$ cat config.mk
export PLATFORM = sky130hd
export DESIGN_NAME = fdsd_top
export DESIGN_NICKNAME = d
export VERILOG_FILES = /design/src/rtl/fdsd_pkg.sv /design/src/rtl/fdsd_top.sv /design/src/rtl/fdsd_lpf_stage.sv
export VERILOG_INCLUDE_DIRS = /design/src /design/src/rtl
export SDC_FILE = /design/constraint.sdc
export NUM_CORES = 2
export LEC_CHECK = 0
export BUFFER_PORTS_ARGS = -buffer_cell sky130_fd_sc_hd__buf_2
export CELL_PAD_IN_SITES_DETAIL_PLACEMENT = 0
export CELL_PAD_IN_SITES_GLOBAL_PLACEMENT = 1
export CORE_MARGIN = 3
export CORE_UTILIZATION = 46
export DETAILED_ROUTE_END_ITERATION = 8
export PLACE_DENSITY = 0.88
export SLEW_MARGIN = 20
export SYNTH_ARGS = -nofsm -noshare
export SYNTH_HDL_FRONTEND = slang
export SYNTH_SLANG_ARGS = --single-unit
export TNS_END_PERCENT = 20
$ cat constraint.sdc
create_clock -name clk_sys_i -period 10.6 [get_ports clk_sys_i]
set_clock_uncertainty 0.15 [all_clocks]
set_input_delay 2.12 -clock clk_sys_i [delete_from_list [all_inputs] [get_ports clk_sys_i]]
set_output_delay 2.12 -clock clk_sys_i [all_outputs]
set_load 0.05 [all_outputs]
$ cat src/rtl/fdsd_cfg.svh
// Constants of the FSK demodulator, clock recovery and sync word matcher.
`ifndef FDSD_CFG_SVH
`define FDSD_CFG_SVH
// ==========================================================
// Register byte offsets.
`define FDSD_OFS_CTRL 8'h00
`define FDSD_OFS_BW 8'h04
`define FDSD_OFS_SYNC 8'h08
`define FDSD_OFS_STATUS 8'h0C
// ==========================================================
// Control and bandwidth register field positions.
`define FDSD_CTRL_SEL_LSB 0
`define FDSD_CTRL_MODE_LSB 2
`define FDSD_CTRL_LEN_LSB 5
`define FDSD_CTRL_TOL_LSB 7
`define FDSD_CTRL_RXEN_BIT 9
`define FDSD_BW_POST_LSB 0
`define FDSD_BW_DISC_LSB 16
// ==========================================================
// Reset values.
`define FDSD_RST_CTRL 32'h0000_0000
`define FDSD_RST_POST_BW 10'h057
`define FDSD_RST_DISC_BW 10'h009
`define FDSD_RST_SYNC 24'h00_0000
// ==========================================================
// Encodings and timing counts.
`define FDSD_SEL_LINEAR 2'h0
`define FDSD_SEL_CORR 2'h1
`define FDSD_MODE_SYNC_A 3'h2
`define FDSD_MODE_SYNC_B 3'h3
`define FDSD_OVERSAMPLE 6'h20
`define FDSD_PHASE_MID 5'h10
`define FDSD_IND_HOLD 4'h9
`define FDSD_LIN_STEP 16'h0400
`endif

$ cat src/rtl/fdsd_pkg.sv
// Types shared by the FSK demodulator block.
package fdsd_pkg;
	typedef struct packed {
		logic [1:0] demod_select;
		logic [2:0] demod_mode;
		logic [1:0] sync_len;
		logic [1:0] err_tol;
		logic rx_enable;
		logic [9:0] post_filter_bandwidth_setting;
		logic [9:0] discriminator_bandwidth_setting;
		logic [23:0] sync_word;
	} fdsd_cfg_t;
	typedef struct packed {
		logic hsel;
		logic [31:0] haddr;
		logic [1:0] htrans;
		logic hwrite;
		logic [2:0] hsize;
		logic hready;
		logic [31:0] hwdata;
	} fdsd_ahb_req_t;
	typedef enum logic [1:0] {
		FDSD_IND_IDLE = 2'b01,
		FDSD_IND_ACTIVE = 2'b10
	} fdsd_ind_state_t;
endpackage

$ cat src/rtl/fdsd_top.sv
// FSK demodulators, post filter, clock recovery PLL and sync word matcher.
`timescale 1ns/10ps
`include "fdsd_cfg.svh"
// Operation
// Select value 01 routes the dual-correlator discriminator to the slicer.
// Select value 00 routes the linear frequency discriminator to the slicer.
// Limited I/Q feed plus and minus deviation correlators; larger one decides.
// Second-order low-pass after the discriminator, cutoff from ten-bit setting.
// Software picks cutoff near 0.75 times the data rate.
// Correlator slicer threshold is fixed at zero.
// Oversampled PLL retimes bits; software sets oversample tick to 32x rate.
// Recovery keeps lock with data rate off by up to two percent.
// Correlator window follows ten-bit discriminator bandwidth setting.
// Linear path: frequency value, averaging and envelope, then threshold.
// Linear slicer decisions drive the clock recovery PLL.
// Linear path shares the post filter bandwidth field and formula.
// Sync word matched against stream raises the match indicator.
// Indicator releases after nine recovered data clocks.
// Sync detection only in demodulator modes 010 and 011.
// Length field picks 12, 16, 20 or 24 compared bits.
// Transmitter sends sync word most significant bit first.
// Tolerance field accepts up to three disagreeing bits.
// Length codes 00..11 map to 12..24 newest bits.
// Tolerance value is the maximum mismatches; zero means exact.
module fdsd_top (
	input wire logic clk_sys_i,
	input wire logic reset_i,
	input wire logic ce_i,
	input wire logic demod_tick_i,
	input wire logic cdr_tick_i,
	input wire logic [1:0] iq_pin_i,
	input wire logic hsel_i,
	input wire logic [31:0] haddr_i,
	input wire logic [1:0] htrans_i,
	input wire logic hwrite_i,
	input wire logic [2:0] hsize_i,
	input wire logic hready_i,
	input wire logic [31:0] hwdata_i,
	output logic [31:0] hrdata_o,
	output logic hreadyout_o,
	output logic hresp_o,
	output logic match_indicator_o,
	output logic rec_data_o,
	output logic rec_clk_o
);
	import fdsd_pkg::*;
	fdsd_cfg_t cfg_reg;
	fdsd_ahb_req_t req;
	logic wr_pend_reg;
	logic [7:0] wr_addr_reg;
	logic [31:0] hrdata_reg;
	logic [1:0] sync1_reg, sync2_reg, sync3_reg, iq_reg;
	logic [1:0] quad_prev_reg;
	logic [1:0] quad_now;
	logic [1:0] quad_step;
	logic [9:0] pos_cnt_reg, neg_cnt_reg, win_cnt_reg;
	logic corr_dump;
	logic signed [15:0] corr_val_reg, disc_in;
	logic signed [15:0] stage_y [0:2];
	logic signed [15:0] filt_y, env_hi_reg, env_lo_reg, thresh;
	logic slice_w, slice_prev_reg, slice_reg;
	logic [4:0] phase_reg;
	logic rec_clk_reg, rec_data_reg;
	logic [23:0] shift_reg, len_mask, mism;
	logic [4:0] mism_count;
	logic sync_active, cmp_pend_reg, match_hit;
	fdsd_ind_state_t ind_state_reg;
	logic [3:0] ind_cnt_reg;

	// ==========================================================
	// AHB-Lite register slave, zero wait states, frozen with the clock enable.
	assign req = '{hsel_i, haddr_i, htrans_i, hwrite_i, hsize_i, hready_i, hwdata_i};
	assign hreadyout_o = ce_i;
	assign hresp_o = 1'b0;
	assign hrdata_o = hrdata_reg;
	always_ff @(posedge clk_sys_i) begin
		if (reset_i) begin
			wr_pend_reg <= 1'b0;
			wr_addr_reg <= 8'h00;
			hrdata_reg <= 32'h0000_0000;
		end else if (ce_i) begin
			wr_pend_reg <= req.hsel && req.hready && req.htrans[1] && req.hwrite;
			wr_addr_reg <= req.haddr[7:0];
			if (req.hsel && req.hready && req.htrans[1] && !req.hwrite) begin
				case (req.haddr[7:0])
					`FDSD_OFS_CTRL: hrdata_reg <= {22'h00_0000, cfg_reg.rx_enable,
						cfg_reg.err_tol, cfg_reg.sync_len, cfg_reg.demod_mode,
						cfg_reg.demod_select};
					`FDSD_OFS_BW: hrdata_reg <= {6'h00, cfg_reg.discriminator_bandwidth_setting,
						6'h00, cfg_reg.post_filter_bandwidth_setting};
					`FDSD_OFS_SYNC: hrdata_reg <= {8'h00, cfg_reg.sync_word};
					`FDSD_OFS_STATUS: hrdata_reg <= {20'h0_0000, phase_reg, mism_count[3:0],
						slice_reg, rec_data_reg, match_indicator_o};
					default: hrdata_reg <= 32'h0000_0000;
				endcase
			end
		end
	end
	always_ff @(posedge clk_sys_i) begin
		if (reset_i) begin
			cfg_reg <= '{`FDSD_SEL_LINEAR, 3'h0, 2'h0, 2'h0, 1'b0,
				`FDSD_RST_POST_BW, `FDSD_RST_DISC_BW, `FDSD_RST_SYNC};
		end else if (ce_i && wr_pend_reg) begin
			case (wr_addr_reg)
				`FDSD_OFS_CTRL: begin
					cfg_reg.demod_select <= req.hwdata[`FDSD_CTRL_SEL_LSB +: 2];
					cfg_reg.demod_mode <= req.hwdata[`FDSD_CTRL_MODE_LSB +: 3];
					cfg_reg.sync_len <= req.hwdata[`FDSD_CTRL_LEN_LSB +: 2];
					cfg_reg.err_tol <= req.hwdata[`FDSD_CTRL_TOL_LSB +: 2];
					cfg_reg.rx_enable <= req.hwdata[`FDSD_CTRL_RXEN_BIT];
				end
				`FDSD_OFS_BW: begin
					cfg_reg.post_filter_bandwidth_setting <= req.hwdata[`FDSD_BW_POST_LSB +: 10];
					cfg_reg.discriminator_bandwidth_setting <=
						req.hwdata[`FDSD_BW_DISC_LSB +: 10];
				end
				`FDSD_OFS_SYNC: cfg_reg.sync_word <= req.hwdata[23:0];
				default: cfg_reg <= cfg_reg;
			endcase
		end
	end

	// ==========================================================
	// Limiter inputs: three flops, a change counts once stages two and three agree.
	genvar gi;
	generate
		for (gi = 0; gi < 2; gi++) begin : g_pin
			always_ff @(posedge clk_sys_i) begin
				if (reset_i) begin
					sync1_reg[gi] <= 1'b0;
					sync2_reg[gi] <= 1'b0;
					sync3_reg[gi] <= 1'b0;
					iq_reg[gi] <= 1'b0;
				end else if (ce_i) begin
					sync1_reg[gi] <= iq_pin_i[gi];
					sync2_reg[gi] <= sync1_reg[gi];
					sync3_reg[gi] <= sync2_reg[gi];
					if (sync2_reg[gi] == sync3_reg[gi]) begin
						iq_reg[gi] <= sync3_reg[gi];
					end
				end
			end
		end
	endgenerate

	// ==========================================================
	// Discriminators. Quadrant rotation of the limited I/Q pair gives frequency sign.
	assign quad_now = {iq_reg[1], iq_reg[1] ^ iq_reg[0]};
	assign quad_step = quad_prev_reg - quad_now;
	assign corr_dump = demod_tick_i && (win_cnt_reg >= cfg_reg.discriminator_bandwidth_setting);
	always_ff @(posedge clk_sys_i) begin
		if (reset_i) begin
			quad_prev_reg <= 2'h0;
			pos_cnt_reg <= 10'h000;
			neg_cnt_reg <= 10'h000;
			win_cnt_reg <= 10'h000;
			corr_val_reg <= 16'sh0000;
		end else if (ce_i && demod_tick_i) begin
			quad_prev_reg <= quad_now;
			// Each correlator sums rotations toward its own tone over one window.
			if (corr_dump) begin
				win_cnt_reg <= 10'h001;
				pos_cnt_reg <= 10'(quad_step == 2'h1);
				neg_cnt_reg <= 10'(quad_step == 2'h3);
				corr_val_reg <= {{3{1'b0}}, pos_cnt_reg, 3'h0} - {{3{1'b0}}, neg_cnt_reg, 3'h0};
			end else begin
				win_cnt_reg <= win_cnt_reg + 10'h001;
				pos_cnt_reg <= pos_cnt_reg + 10'(quad_step == 2'h1);
				neg_cnt_reg <= neg_cnt_reg + 10'(quad_step == 2'h3);
			end
		end
	end
	always_comb begin
		if (cfg_reg.demod_select == `FDSD_SEL_CORR) begin
			disc_in = corr_val_reg;
		end else if (quad_step == 2'h1) begin
			disc_in = `FDSD_LIN_STEP;
		end else if (quad_step == 2'h3) begin
			disc_in = -`FDSD_LIN_STEP;
		end else begin
			disc_in = 16'sh0000;
		end
	end

	// ==========================================================
	// Second-order post filter: two identical sections sharing one coefficient.
	assign stage_y[0] = disc_in;
	generate
		for (gi = 0; gi < 2; gi++) begin : g_lpf
			fdsd_lpf_stage u_stage (
				.clk_sys_i(clk_sys_i),
				.reset_i(reset_i),
				.en_i(ce_i && demod_tick_i),
				.k_i(cfg_reg.post_filter_bandwidth_setting),
				.x_i(stage_y[gi]),
				.y_o(stage_y[gi+1])
			);
		end
	endgenerate
	assign filt_y = stage_y[2];

	// ==========================================================
	// Envelope detector: peaks decay slowly so the mid level follows drift.
	always_ff @(posedge clk_sys_i) begin
		if (reset_i) begin
			env_hi_reg <= 16'sh0000;
			env_lo_reg <= 16'sh0000;
		end else if (ce_i && demod_tick_i) begin
			env_hi_reg <= (filt_y > env_hi_reg) ? filt_y :
				env_hi_reg - ((env_hi_reg - env_lo_reg) >>> 6);
			env_lo_reg <= (filt_y < env_lo_reg) ? filt_y :
				env_lo_reg + ((env_hi_reg - env_lo_reg) >>> 6);
		end
	end
	assign thresh = 16'((17'(env_hi_reg) + 17'(env_lo_reg)) >>> 1);
	// The correlator output is centred on zero, so run length cannot move its level.
	assign slice_w = (cfg_reg.demod_select == `FDSD_SEL_CORR) ? (filt_y > 16'sh0000) :
		(filt_y > thresh);

	// ==========================================================
	// Clock recovery: 32 ticks per bit, one tick of correction per data edge.
	always_ff @(posedge clk_sys_i) begin
		if (reset_i) begin
			phase_reg <= 5'h00;
			slice_reg <= 1'b0;
			slice_prev_reg <= 1'b0;
			rec_clk_reg <= 1'b0;
			rec_data_reg <= 1'b0;
		end else if (ce_i) begin
			rec_clk_reg <= 1'b0;
			if (cdr_tick_i) begin
				slice_reg <= slice_w;
				slice_prev_reg <= slice_reg;
				// Up to 1/32 of a bit per edge covers well over a two percent offset.
				if (slice_reg != slice_prev_reg && phase_reg != 5'h00) begin
					phase_reg <= phase_reg[4] ? phase_reg + 5'h02 : phase_reg;
				end else begin
					phase_reg <= phase_reg + 5'h01;
				end
				if (phase_reg == `FDSD_PHASE_MID) begin
					rec_clk_reg <= 1'b1;
					rec_data_reg <= slice_reg;
				end
			end
		end
	end
	assign rec_clk_o = rec_clk_reg;
	assign rec_data_o = rec_data_reg;

	// ==========================================================
	// Sync word matcher on the newest recovered bits, oldest bit as the MSB.
	assign sync_active = cfg_reg.rx_enable && (cfg_reg.demod_mode == `FDSD_MODE_SYNC_A ||
		cfg_reg.demod_mode == `FDSD_MODE_SYNC_B);
	generate
		for (gi = 0; gi < 24; gi++) begin : g_bit
			assign len_mask[gi] = (gi < 12 + 4 * cfg_reg.sync_len);
			assign mism[gi] = len_mask[gi] && (shift_reg[gi] ^ cfg_reg.sync_word[gi]);
		end
	endgenerate
	always_comb begin
		mism_count = 5'h00;
		for (int b = 0; b < 24; b++) begin
			mism_count = mism_count + 5'(mism[b]);
		end
	end
	assign match_hit = cmp_pend_reg && sync_active &&
		(mism_count <= {3'h0, cfg_reg.err_tol});
	always_ff @(posedge clk_sys_i) begin
		if (reset_i) begin
			shift_reg <= 24'h00_0000;
			cmp_pend_reg <= 1'b0;
		end else if (ce_i) begin
			cmp_pend_reg <= rec_clk_reg;
			if (rec_clk_reg) begin
				shift_reg <= {shift_reg[22:0], rec_data_reg};
			end
		end
	end
	// A new match while the pin is high restarts the nine-clock hold.
	always_ff @(posedge clk_sys_i) begin
		if (reset_i) begin
			ind_state_reg <= FDSD_IND_IDLE;
			ind_cnt_reg <= 4'h0;
		end else if (ce_i) begin
			case (ind_state_reg)
				FDSD_IND_IDLE: begin
					if (match_hit) begin
						ind_state_reg <= FDSD_IND_ACTIVE;
						ind_cnt_reg <= `FDSD_IND_HOLD;
					end
				end
				FDSD_IND_ACTIVE: begin
					if (match_hit) begin
						ind_cnt_reg <= `FDSD_IND_HOLD;
					end else if (rec_clk_reg) begin
						ind_cnt_reg <= ind_cnt_reg - 4'h1;
						if (ind_cnt_reg == 4'h1) begin
							ind_state_reg <= FDSD_IND_IDLE;
						end
					end
				end
				default: ind_state_reg <= FDSD_IND_IDLE;
			endcase
		end
	end
	assign match_indicator_o = (ind_state_reg == FDSD_IND_ACTIVE);

	// ==========================================================
	// Checks.
	logic [3:0] aux_clks_reg;
	always_ff @(posedge clk_sys_i) begin
		if (reset_i || match_hit) begin
			aux_clks_reg <= 4'h0;
		end else if (ce_i && rec_clk_reg && aux_clks_reg != 4'hF) begin
			aux_clks_reg <= aux_clks_reg + 4'h1;
		end
	end
endmodule

$ cat src/rtl/fdsd_lpf_stage.sv
// One first-order low-pass section of the post-demodulation filter.
`timescale 1ns/10ps
module fdsd_lpf_stage (
	input wire logic clk_sys_i,
	input wire logic reset_i,
	input wire logic en_i,
	input wire logic [9:0] k_i,
	input wire logic signed [15:0] x_i,
	output logic signed [15:0] y_o
);
	import fdsd_pkg::*;
	logic signed [27:0] acc_reg;
	logic signed [16:0] diff;
	logic signed [27:0] prod;
	// The coefficient is cutoff times 2^10 times 2 pi over the sample rate.
	assign diff = 17'(x_i) - 17'(y_o);
	assign prod = 28'(diff) * 28'($signed({1'b0, k_i}));
	always_ff @(posedge clk_sys_i) begin
		if (reset_i) begin
			acc_reg <= 28'sh000_0000;
		end else if (en_i) begin
			acc_reg <= acc_reg + prod;
		end
	end
	assign y_o = acc_reg[25:10];
endmodule

# == Word level (Yosys, flattened, before mapping) ==
# Index checks and enable logic that the tools add are counted.
# Widths: inputs -> output; s select.
# totals
ff_bits,279
input_bits,79
out_inout_bits,37
elab_cells,235
# classes
n_addsub,40
multipliers,2
n_lt_le_gt_ge,30
eq_ne,23
muxes,23
bitwise,25
reduce_logical,54
# op_table
cell,n
$lt 4x32->1 const A,8
$lt 5x32->1 const A,7
$lt 3x32->1 const A,4
$pmux 26 s4,1
$add 5x1->5,19
$mux 16,5
$lt 1x32->1 const A,2
$lt 2x32->1 const A,2
$add 28x28->28,2
$mul 17x11->28,2
$logic_and 1x1->1,35
$sub 16x16->17,2
$gt 16x16->1,2
$mux 10,3
$xor 1x1->1,25
$eq 8x4->1 const B,3
$add 10x1->10,2
$reduce_and 2->1,9
$add 16x16->17,1
$add 16x10->16,1
$eq 8x3->1 const B,2
$gt 16x1->1 const B,1
$logic_not 8->1,2
$lt 16x16->1,1
other kinds (39),56

# == Longest topological paths before layout ==
# depth
depth_word,30
mapped_depth,33
mapped_depth_nobuf,32

# == By module ==
# From an unflattened synthesis, not the netlist that was laid out.
# hier_totals
hier_cells,3783
hier_area_um2,31773.0
# modules_own_cells
mod,n_inst,cells_per_inst,area_each_um2,seq_area_each_um2
fdsd_top,1,1734,14128.6,4244.1
fdsd_lpf_stage at g_lpf[1].u_stage,1,1037,8982.4,520.5
fdsd_lpf_stage at g_lpf[0].u_stage,1,1012,8662.1,520.5

# == Least setup slack after synthesis ==
# No wires, ideal clock.
# synth_path
path_type,reg-to-reg
from,register cfg_reg[52] in the netlist's numbering
to,register g_lpf[0].u_stage.acc_reg[25]
setup_time_ps,132
t_arrival_ps,7194
required_time_ps,10318
slack_ps,3123
stages_incl_launch_ff,33
n_path_buf,1
period_less_slack_ps,7477
path_cell_list,dfxtp_1 > nor2b_1 > clkbuf_1 > and2_1 > ha_1 > nor4b_2 > o21a_1 > o21a_2 > o21ai_2 > nand2b_2 > a311oi_2 > o41ai_2 > a21oi_2 > xnor2_2 > nand2_1 > fa_1 > fa_1 > inv_1 > fa_1 > fa_1 > inv_1 > fa_1 > inv_1 > ha_1 > a21oi_1 > nor2b_1 > nor3_1 > and3b_1 > or2_1 > o311ai_1 > o211ai_1 > xnor2_1 > a21oi_1
# synth_via
elab_chain_cells,5
# synth_lines
element,line_no,source
from (decl),fdsd_top.sv:47,fdsd_cfg_t cfg_reg;
from (signal assigned),fdsd_top.sv:101,"cfg_reg <= '{`FDSD_SEL_LINEAR, 3'h0, 2'h0, 2'h0, 1'b0,"
from (signal assigned),fdsd_top.sv:118,default: cfg_reg <= cfg_reg;
$eq 2x1->1 (no source line),-,
$mux 16,fdsd_top.sv:174,if (cfg_reg.demod_select == `FDSD_SEL_CORR) begin
$sub 16x16->17,fdsd_lpf_stage.sv:16,assign diff = 17'(x_i) - 17'(y_o);
$mul 17x11->28,fdsd_lpf_stage.sv:17,"assign prod = 28'(diff) * 28'($signed({1'b0, k_i}));"
$add 28x28->28,fdsd_lpf_stage.sv:22,acc_reg <= acc_reg + prod;
to (signal assigned),fdsd_lpf_stage.sv:22,
to (decl),fdsd_lpf_stage.sv:12,logic signed [27:0] acc_reg;
# Every way passes these cells.
# A chain may end at the register's enable or synchronous reset.

# == Final worst setup path ==
# layout_path
from,register iq_reg[1]
to,register g_lpf[0].u_stage.acc_reg[25]
# layout_via
elab_chain_cells,9
elab_cells_between_ends,10
cone_classes,add/sub: 3; mul: 1; eq/ne: 2; mux: 3; bitwise: 1
# layout_lines
element,line_no,source
from (decl),fdsd_top.sv:52,"logic [1:0] sync1_reg, sync2_reg, sync3_reg, iq_reg;"
"from (signal, indexed assignment)",fdsd_top.sv:139,iq_reg[gi] <= sync3_reg[gi];
$xor 1x1->1 *,fdsd_top.sv:148,"assign quad_now = {iq_reg[1], iq_reg[1] ^ iq_reg[0]};"
net quad_now[0],fdsd_top.sv:54,logic [1:0] quad_now;
$sub 2x2->2 *,fdsd_top.sv:149,assign quad_step = quad_prev_reg - quad_now;
$eq 2x2->1,fdsd_top.sv:178,end else if (quad_step == 2'h3) begin
$mux 16,fdsd_top.sv:178,
$mux 16 *,fdsd_top.sv:176,end else if (quad_step == 2'h1) begin
$mux 16 *,fdsd_top.sv:174,
$sub 16x16->17 *,fdsd_lpf_stage.sv:16,
$mul 17x11->28 *,fdsd_lpf_stage.sv:17,
$add 28x28->28 *,fdsd_lpf_stage.sv:22,
# Mark *: on every way through the listed nets, which the timed path passes. The rest lies on a longest branch.

==> summary.md <==
| Metric | Value |
|---|---|
| Type of the worst min-delay path | reg -> reg |
| EDFF count, synth | 0 |
| Post-CTS Setup Bufs | 0 |
| Crit. End Element | flip-flop |
| Worst Hold End | iq_reg[1]$_SDFFE_PP0P_ |
| H-Tree Level Count | 2 |
| # hold bufs at CTS | 0 |
| Met2 routed WL | 35.5 mm |
| Reg-to-Reg Start | iq_reg[1]$_SDFFE_PP0P_ |
| Period utilization | 0.814 |
| Worst-Margin Slew | 1070 ps |
| Fmax achieved | 116 MHz |
| Number of flip-flops in the largest register | 54 |
| Util after Layout | 0.506 |
| FFs w/ async S/R, synth | 0 |
| IO Count | 116 |
| First-pass GRT wire length | 125 mm |
| Die area | 0.0693 sq mm |
| CTS Sinks | 264 |
| Worst hold stages | 2 |
| Post-CTS resize count | 0 |
| Buffers added on ports | 74 |
| CTS buffer count | 35 |
| Hold path start | sync3_reg[1]$_SDFFE_PP0P_ |
| Latest clock arrival within the worst-skew pair | 550 ps |
| CP max FO | 10 |
| Synth Flop Type | dfxtp_1 |
| Largest net degree at the start of global routing | 94 |
| Unrepaired setup endpoints after global routing | no |
| Fin area | 0.0328 sq mm |
| Final setup fails | 0 |
| Vias in the first global route | 24382 |
| Compound-Gate Fraction of Synth Area | 0.127 |
| Yosys Warn Count | 0 |
| Grt ovf | 0 |
| Crit path required time | 10850 ps |
| Register Area | 0.00529 sq mm |
| Area share of xor/xnor cells in the synthesized design | 0.0565 |
| Post-Route M1 WL | 33.3 mm |
| Outcome | complete, no violations |
| Final period demand of the worst path | 8630 ps |
| Cells on worst reg2reg path | 30 |
| Final hold violations | 0 |
| Worst EP arrival | 8880 ps |
| Final nets | 4370 |
| Met3 WL | 3.12 mm |
| Slowest cell delay on critical path | 690 ps |
| Critical path launch point type | flip-flop |
| Synth Area in Adders | 0.359 |
| Vias per cell | 5.27 |
| Die W | 263 um |
| Placer congestion estimate | 0.859 |
| DR vias | 23781 |
| Synthesized area | 0.0305 sq mm |
| Top cell type's share of synthesized area | 0.235 |
| Endpoint of the lowest-slack register-to-register path | g_lpf[0].u_stage.acc_reg[25]$_SDFFE_PP0P_ |
| CTS tree | done |
| # fillers | 6192 |
| Sequential area share after synthesis | 0.174 |
| Die Span Y | 263 um |
| Reg-to-reg setup timing slack | 1970 ps |
| Rows | 93 |
| Avg Cell Area, Syn | 8.38 sq um |
| Clock Root Buffer | clkbuf_16 |
| Final wirelength | 73.9 mm |
| Critical path class | reg -> reg |
| Max-cap violations | 0 |
| Synth top area cells | fa_1 24%, dfxtp_1 17%, ha_1 12%, inv_1 7.5%, nand2_1 6.2% |
| Bufs on Longest Clock Path | 3 |
| Core area | 0.0649 sq mm |
| Layout cells sized above 1 | 0.0626 |
| Hpwl dp | 56.4 mm |
| Multiplexer share of the synthesized area | 0.0222 |
| Syn Inst Count | 3632 |
| Main combinational cell family by area after synthesis | adder cells |
| Initial antenna violation count | 8 |
| Area Overhead vs Synth | 7.79% |
| Setup_tns | 0 ps |
| Multi-input logic area | 0.0224 sq mm |
| DR WL/cell | 16.4 um |
| Most Frequent Cell on Critical Path | fa_1 |
| Placed cell area | 0.0316 sq mm |
| Pre-antenna DRT Iters | 5 |
| Clock Pin Slew Worst Setup and Hold Paths | 60 ps |
| Max Slew Vio Count | 0 |
| Initial core utilization | 0.469 |
| GRT Total Usage | 0.217 |
| CP max-delay cell | xor2_1 |
| Yosys reg bits | 264 |
| Synth Area in Simple Gates | 0.167 |
| Synth area leader | fa_1 |
| Synth cell types | 99 |
| Antenna-violating nets left | 0 |
| Iteration-0 DRC Markers | 1256 |
| Highest metal used | met5 |
| # DRC | 0 |
| Slew Limit Headroom | 0.277 |
[worst max-delay path by stage]
stage	startpoint	end	slack, ps	cells after the start
3_3_place_gp	iq_reg[1]$_SDFFE_PP0P_	g_lpf[0].u_stage.acc_reg[25]$_SDFFE_PP0P_	2140	30
5_1_grt	g_lpf[0].u_stage.acc_reg[10]$_SDFFE_PP0P_	g_lpf[1].u_stage.acc_reg[25]$_SDFFE_PP0P_	1510	28
2_1_floorplan	cfg_reg[52]$_SDFFE_PP0P_	g_lpf[0].u_stage.acc_reg[25]$_SDFFE_PP0P_	3120	32
4_1_cts	iq_reg[1]$_SDFFE_PP0P_	g_lpf[0].u_stage.acc_reg[25]$_SDFFE_PP0P_	2010	29
6_report	iq_reg[1]$_SDFFE_PP0P_	g_lpf[0].u_stage.acc_reg[25]$_SDFFE_PP0P_	1970	30
3_5_place_dp	iq_reg[1]$_SDFFE_PP0P_	g_lpf[0].u_stage.acc_reg[25]$_SDFFE_PP0P_	2070	30
[critical path: cells and delay by family, from the launching register on]
family | cells | cell delay, ps
AO/OA/AOI/OAI | 8 | 1430
XOR/XNOR | 5 | 1800
adder cells (fa/ha/maj) | 8 | 3460
buffers and inverters | 3 | 140
flip-flops | 1 | 370
AND/OR/NAND/NOR | 6 | 1140
[through the flow]
| step | setup slack (ps) | std cells | hold slack (ps) |
|---|---|---|---|
| 2_1_floorplan | 3120 | 3638 | 282 |
| 6_report | 1970 | 4514 | 300 |
| 3_5_place_dp | 2070 | 4451 | 291 |
| 5_1_grt | 1510 | 4513 | 318 |
| 4_1_cts | 2010 | 4513 | 303 |
| 3_3_place_gp | 2140 | 4450 | 291 |
[layout make-up]
| class | instances | area share |
|---|---|---|
| timing repair buffer | 101 | 0.0178 |
| sequential | 264 | 0.161 |
| antenna | 1 | 0.0000762 |
| clock buffer | 48 | 0.0303 |
| multi-input combinational | 2615 | 0.681 |
| inverter | 616 | 0.0704 |
| clock inverter | 14 | 0.00686 |
| tap | 855 | 0.0326 |
[kinds of logic after synthesis]
family | after synthesis
flip-flops | 264
buffers and inverters | 759
XOR/XNOR | 193
AND/OR/NAND/NOR | 1108
multiplexers | 55
AO/OA/AOI/OAI | 594
other | 1
adder cells (fa/ha/maj) | 658
[cells in the final DEF, fill, tap and decap left out, types with 6 or more instances in the layout]
cell type,instances
inv_1,612
nand2_1,502
fa_1,358
ha_1,300
dfxtp_1,264
a21oi_1,237
nor2_1,213
and2_1,130
xnor2_1,130
buf_2,73
nand3_1,60
o21ai_0,60
xor2_1,59
a211oi_1,45
nor2b_1,44
mux2i_1,44
a21o_1,41
nor3_1,38
clkbuf_16,35
o21ai_1,32
buf_4,26
o21a_1,24
and3_1,21
a22oi_1,19
nand2b_1,18
a31oi_1,18
nand4_1,18
o21bai_1,17
or3_1,10
mux4_2,10
nor4_1,10
a22o_1,9
o211ai_1,8
conb_1,7
clkbuf_8,7
a21oi_2,6
a311oi_1,6
o31ai_1,6
or2_2,6
clkbuf_1,6
[synthesized netlist by cell type, types with 17 or more instances]
cell	count
nand3_1	60
clkbuf_1	117
fa_1	358
o21bai_1	17
xnor2_1	130
ha_1	300
nor3_1	39
dfxtp_1	264
nor2_1	214
a21o_1	41
o21ai_0	60
and2_1	130
nor2b_1	44
nand2b_1	18
nand2_1	503
nand4_1	18
and3_1	21
a31oi_1	18
o21ai_1	32
a21oi_1	237
a211oi_1	45
mux2i_1	44
xor2_1	59
o21a_1	24
inv_1	612
a22oi_1	19
[per-layer routing]
layer | GRT usage | vias to the layer above
li1 | - | 11639
met1 | 0.288 | 11571
met2 | 0.377 | 450
met3 | 0.0261 | 107
met4 | 0.0547 | 14
met5 | 0 | -
Power is not shown: default switching activity piles up to over one toggle a cycle in this logic, so the estimate is an artifact.
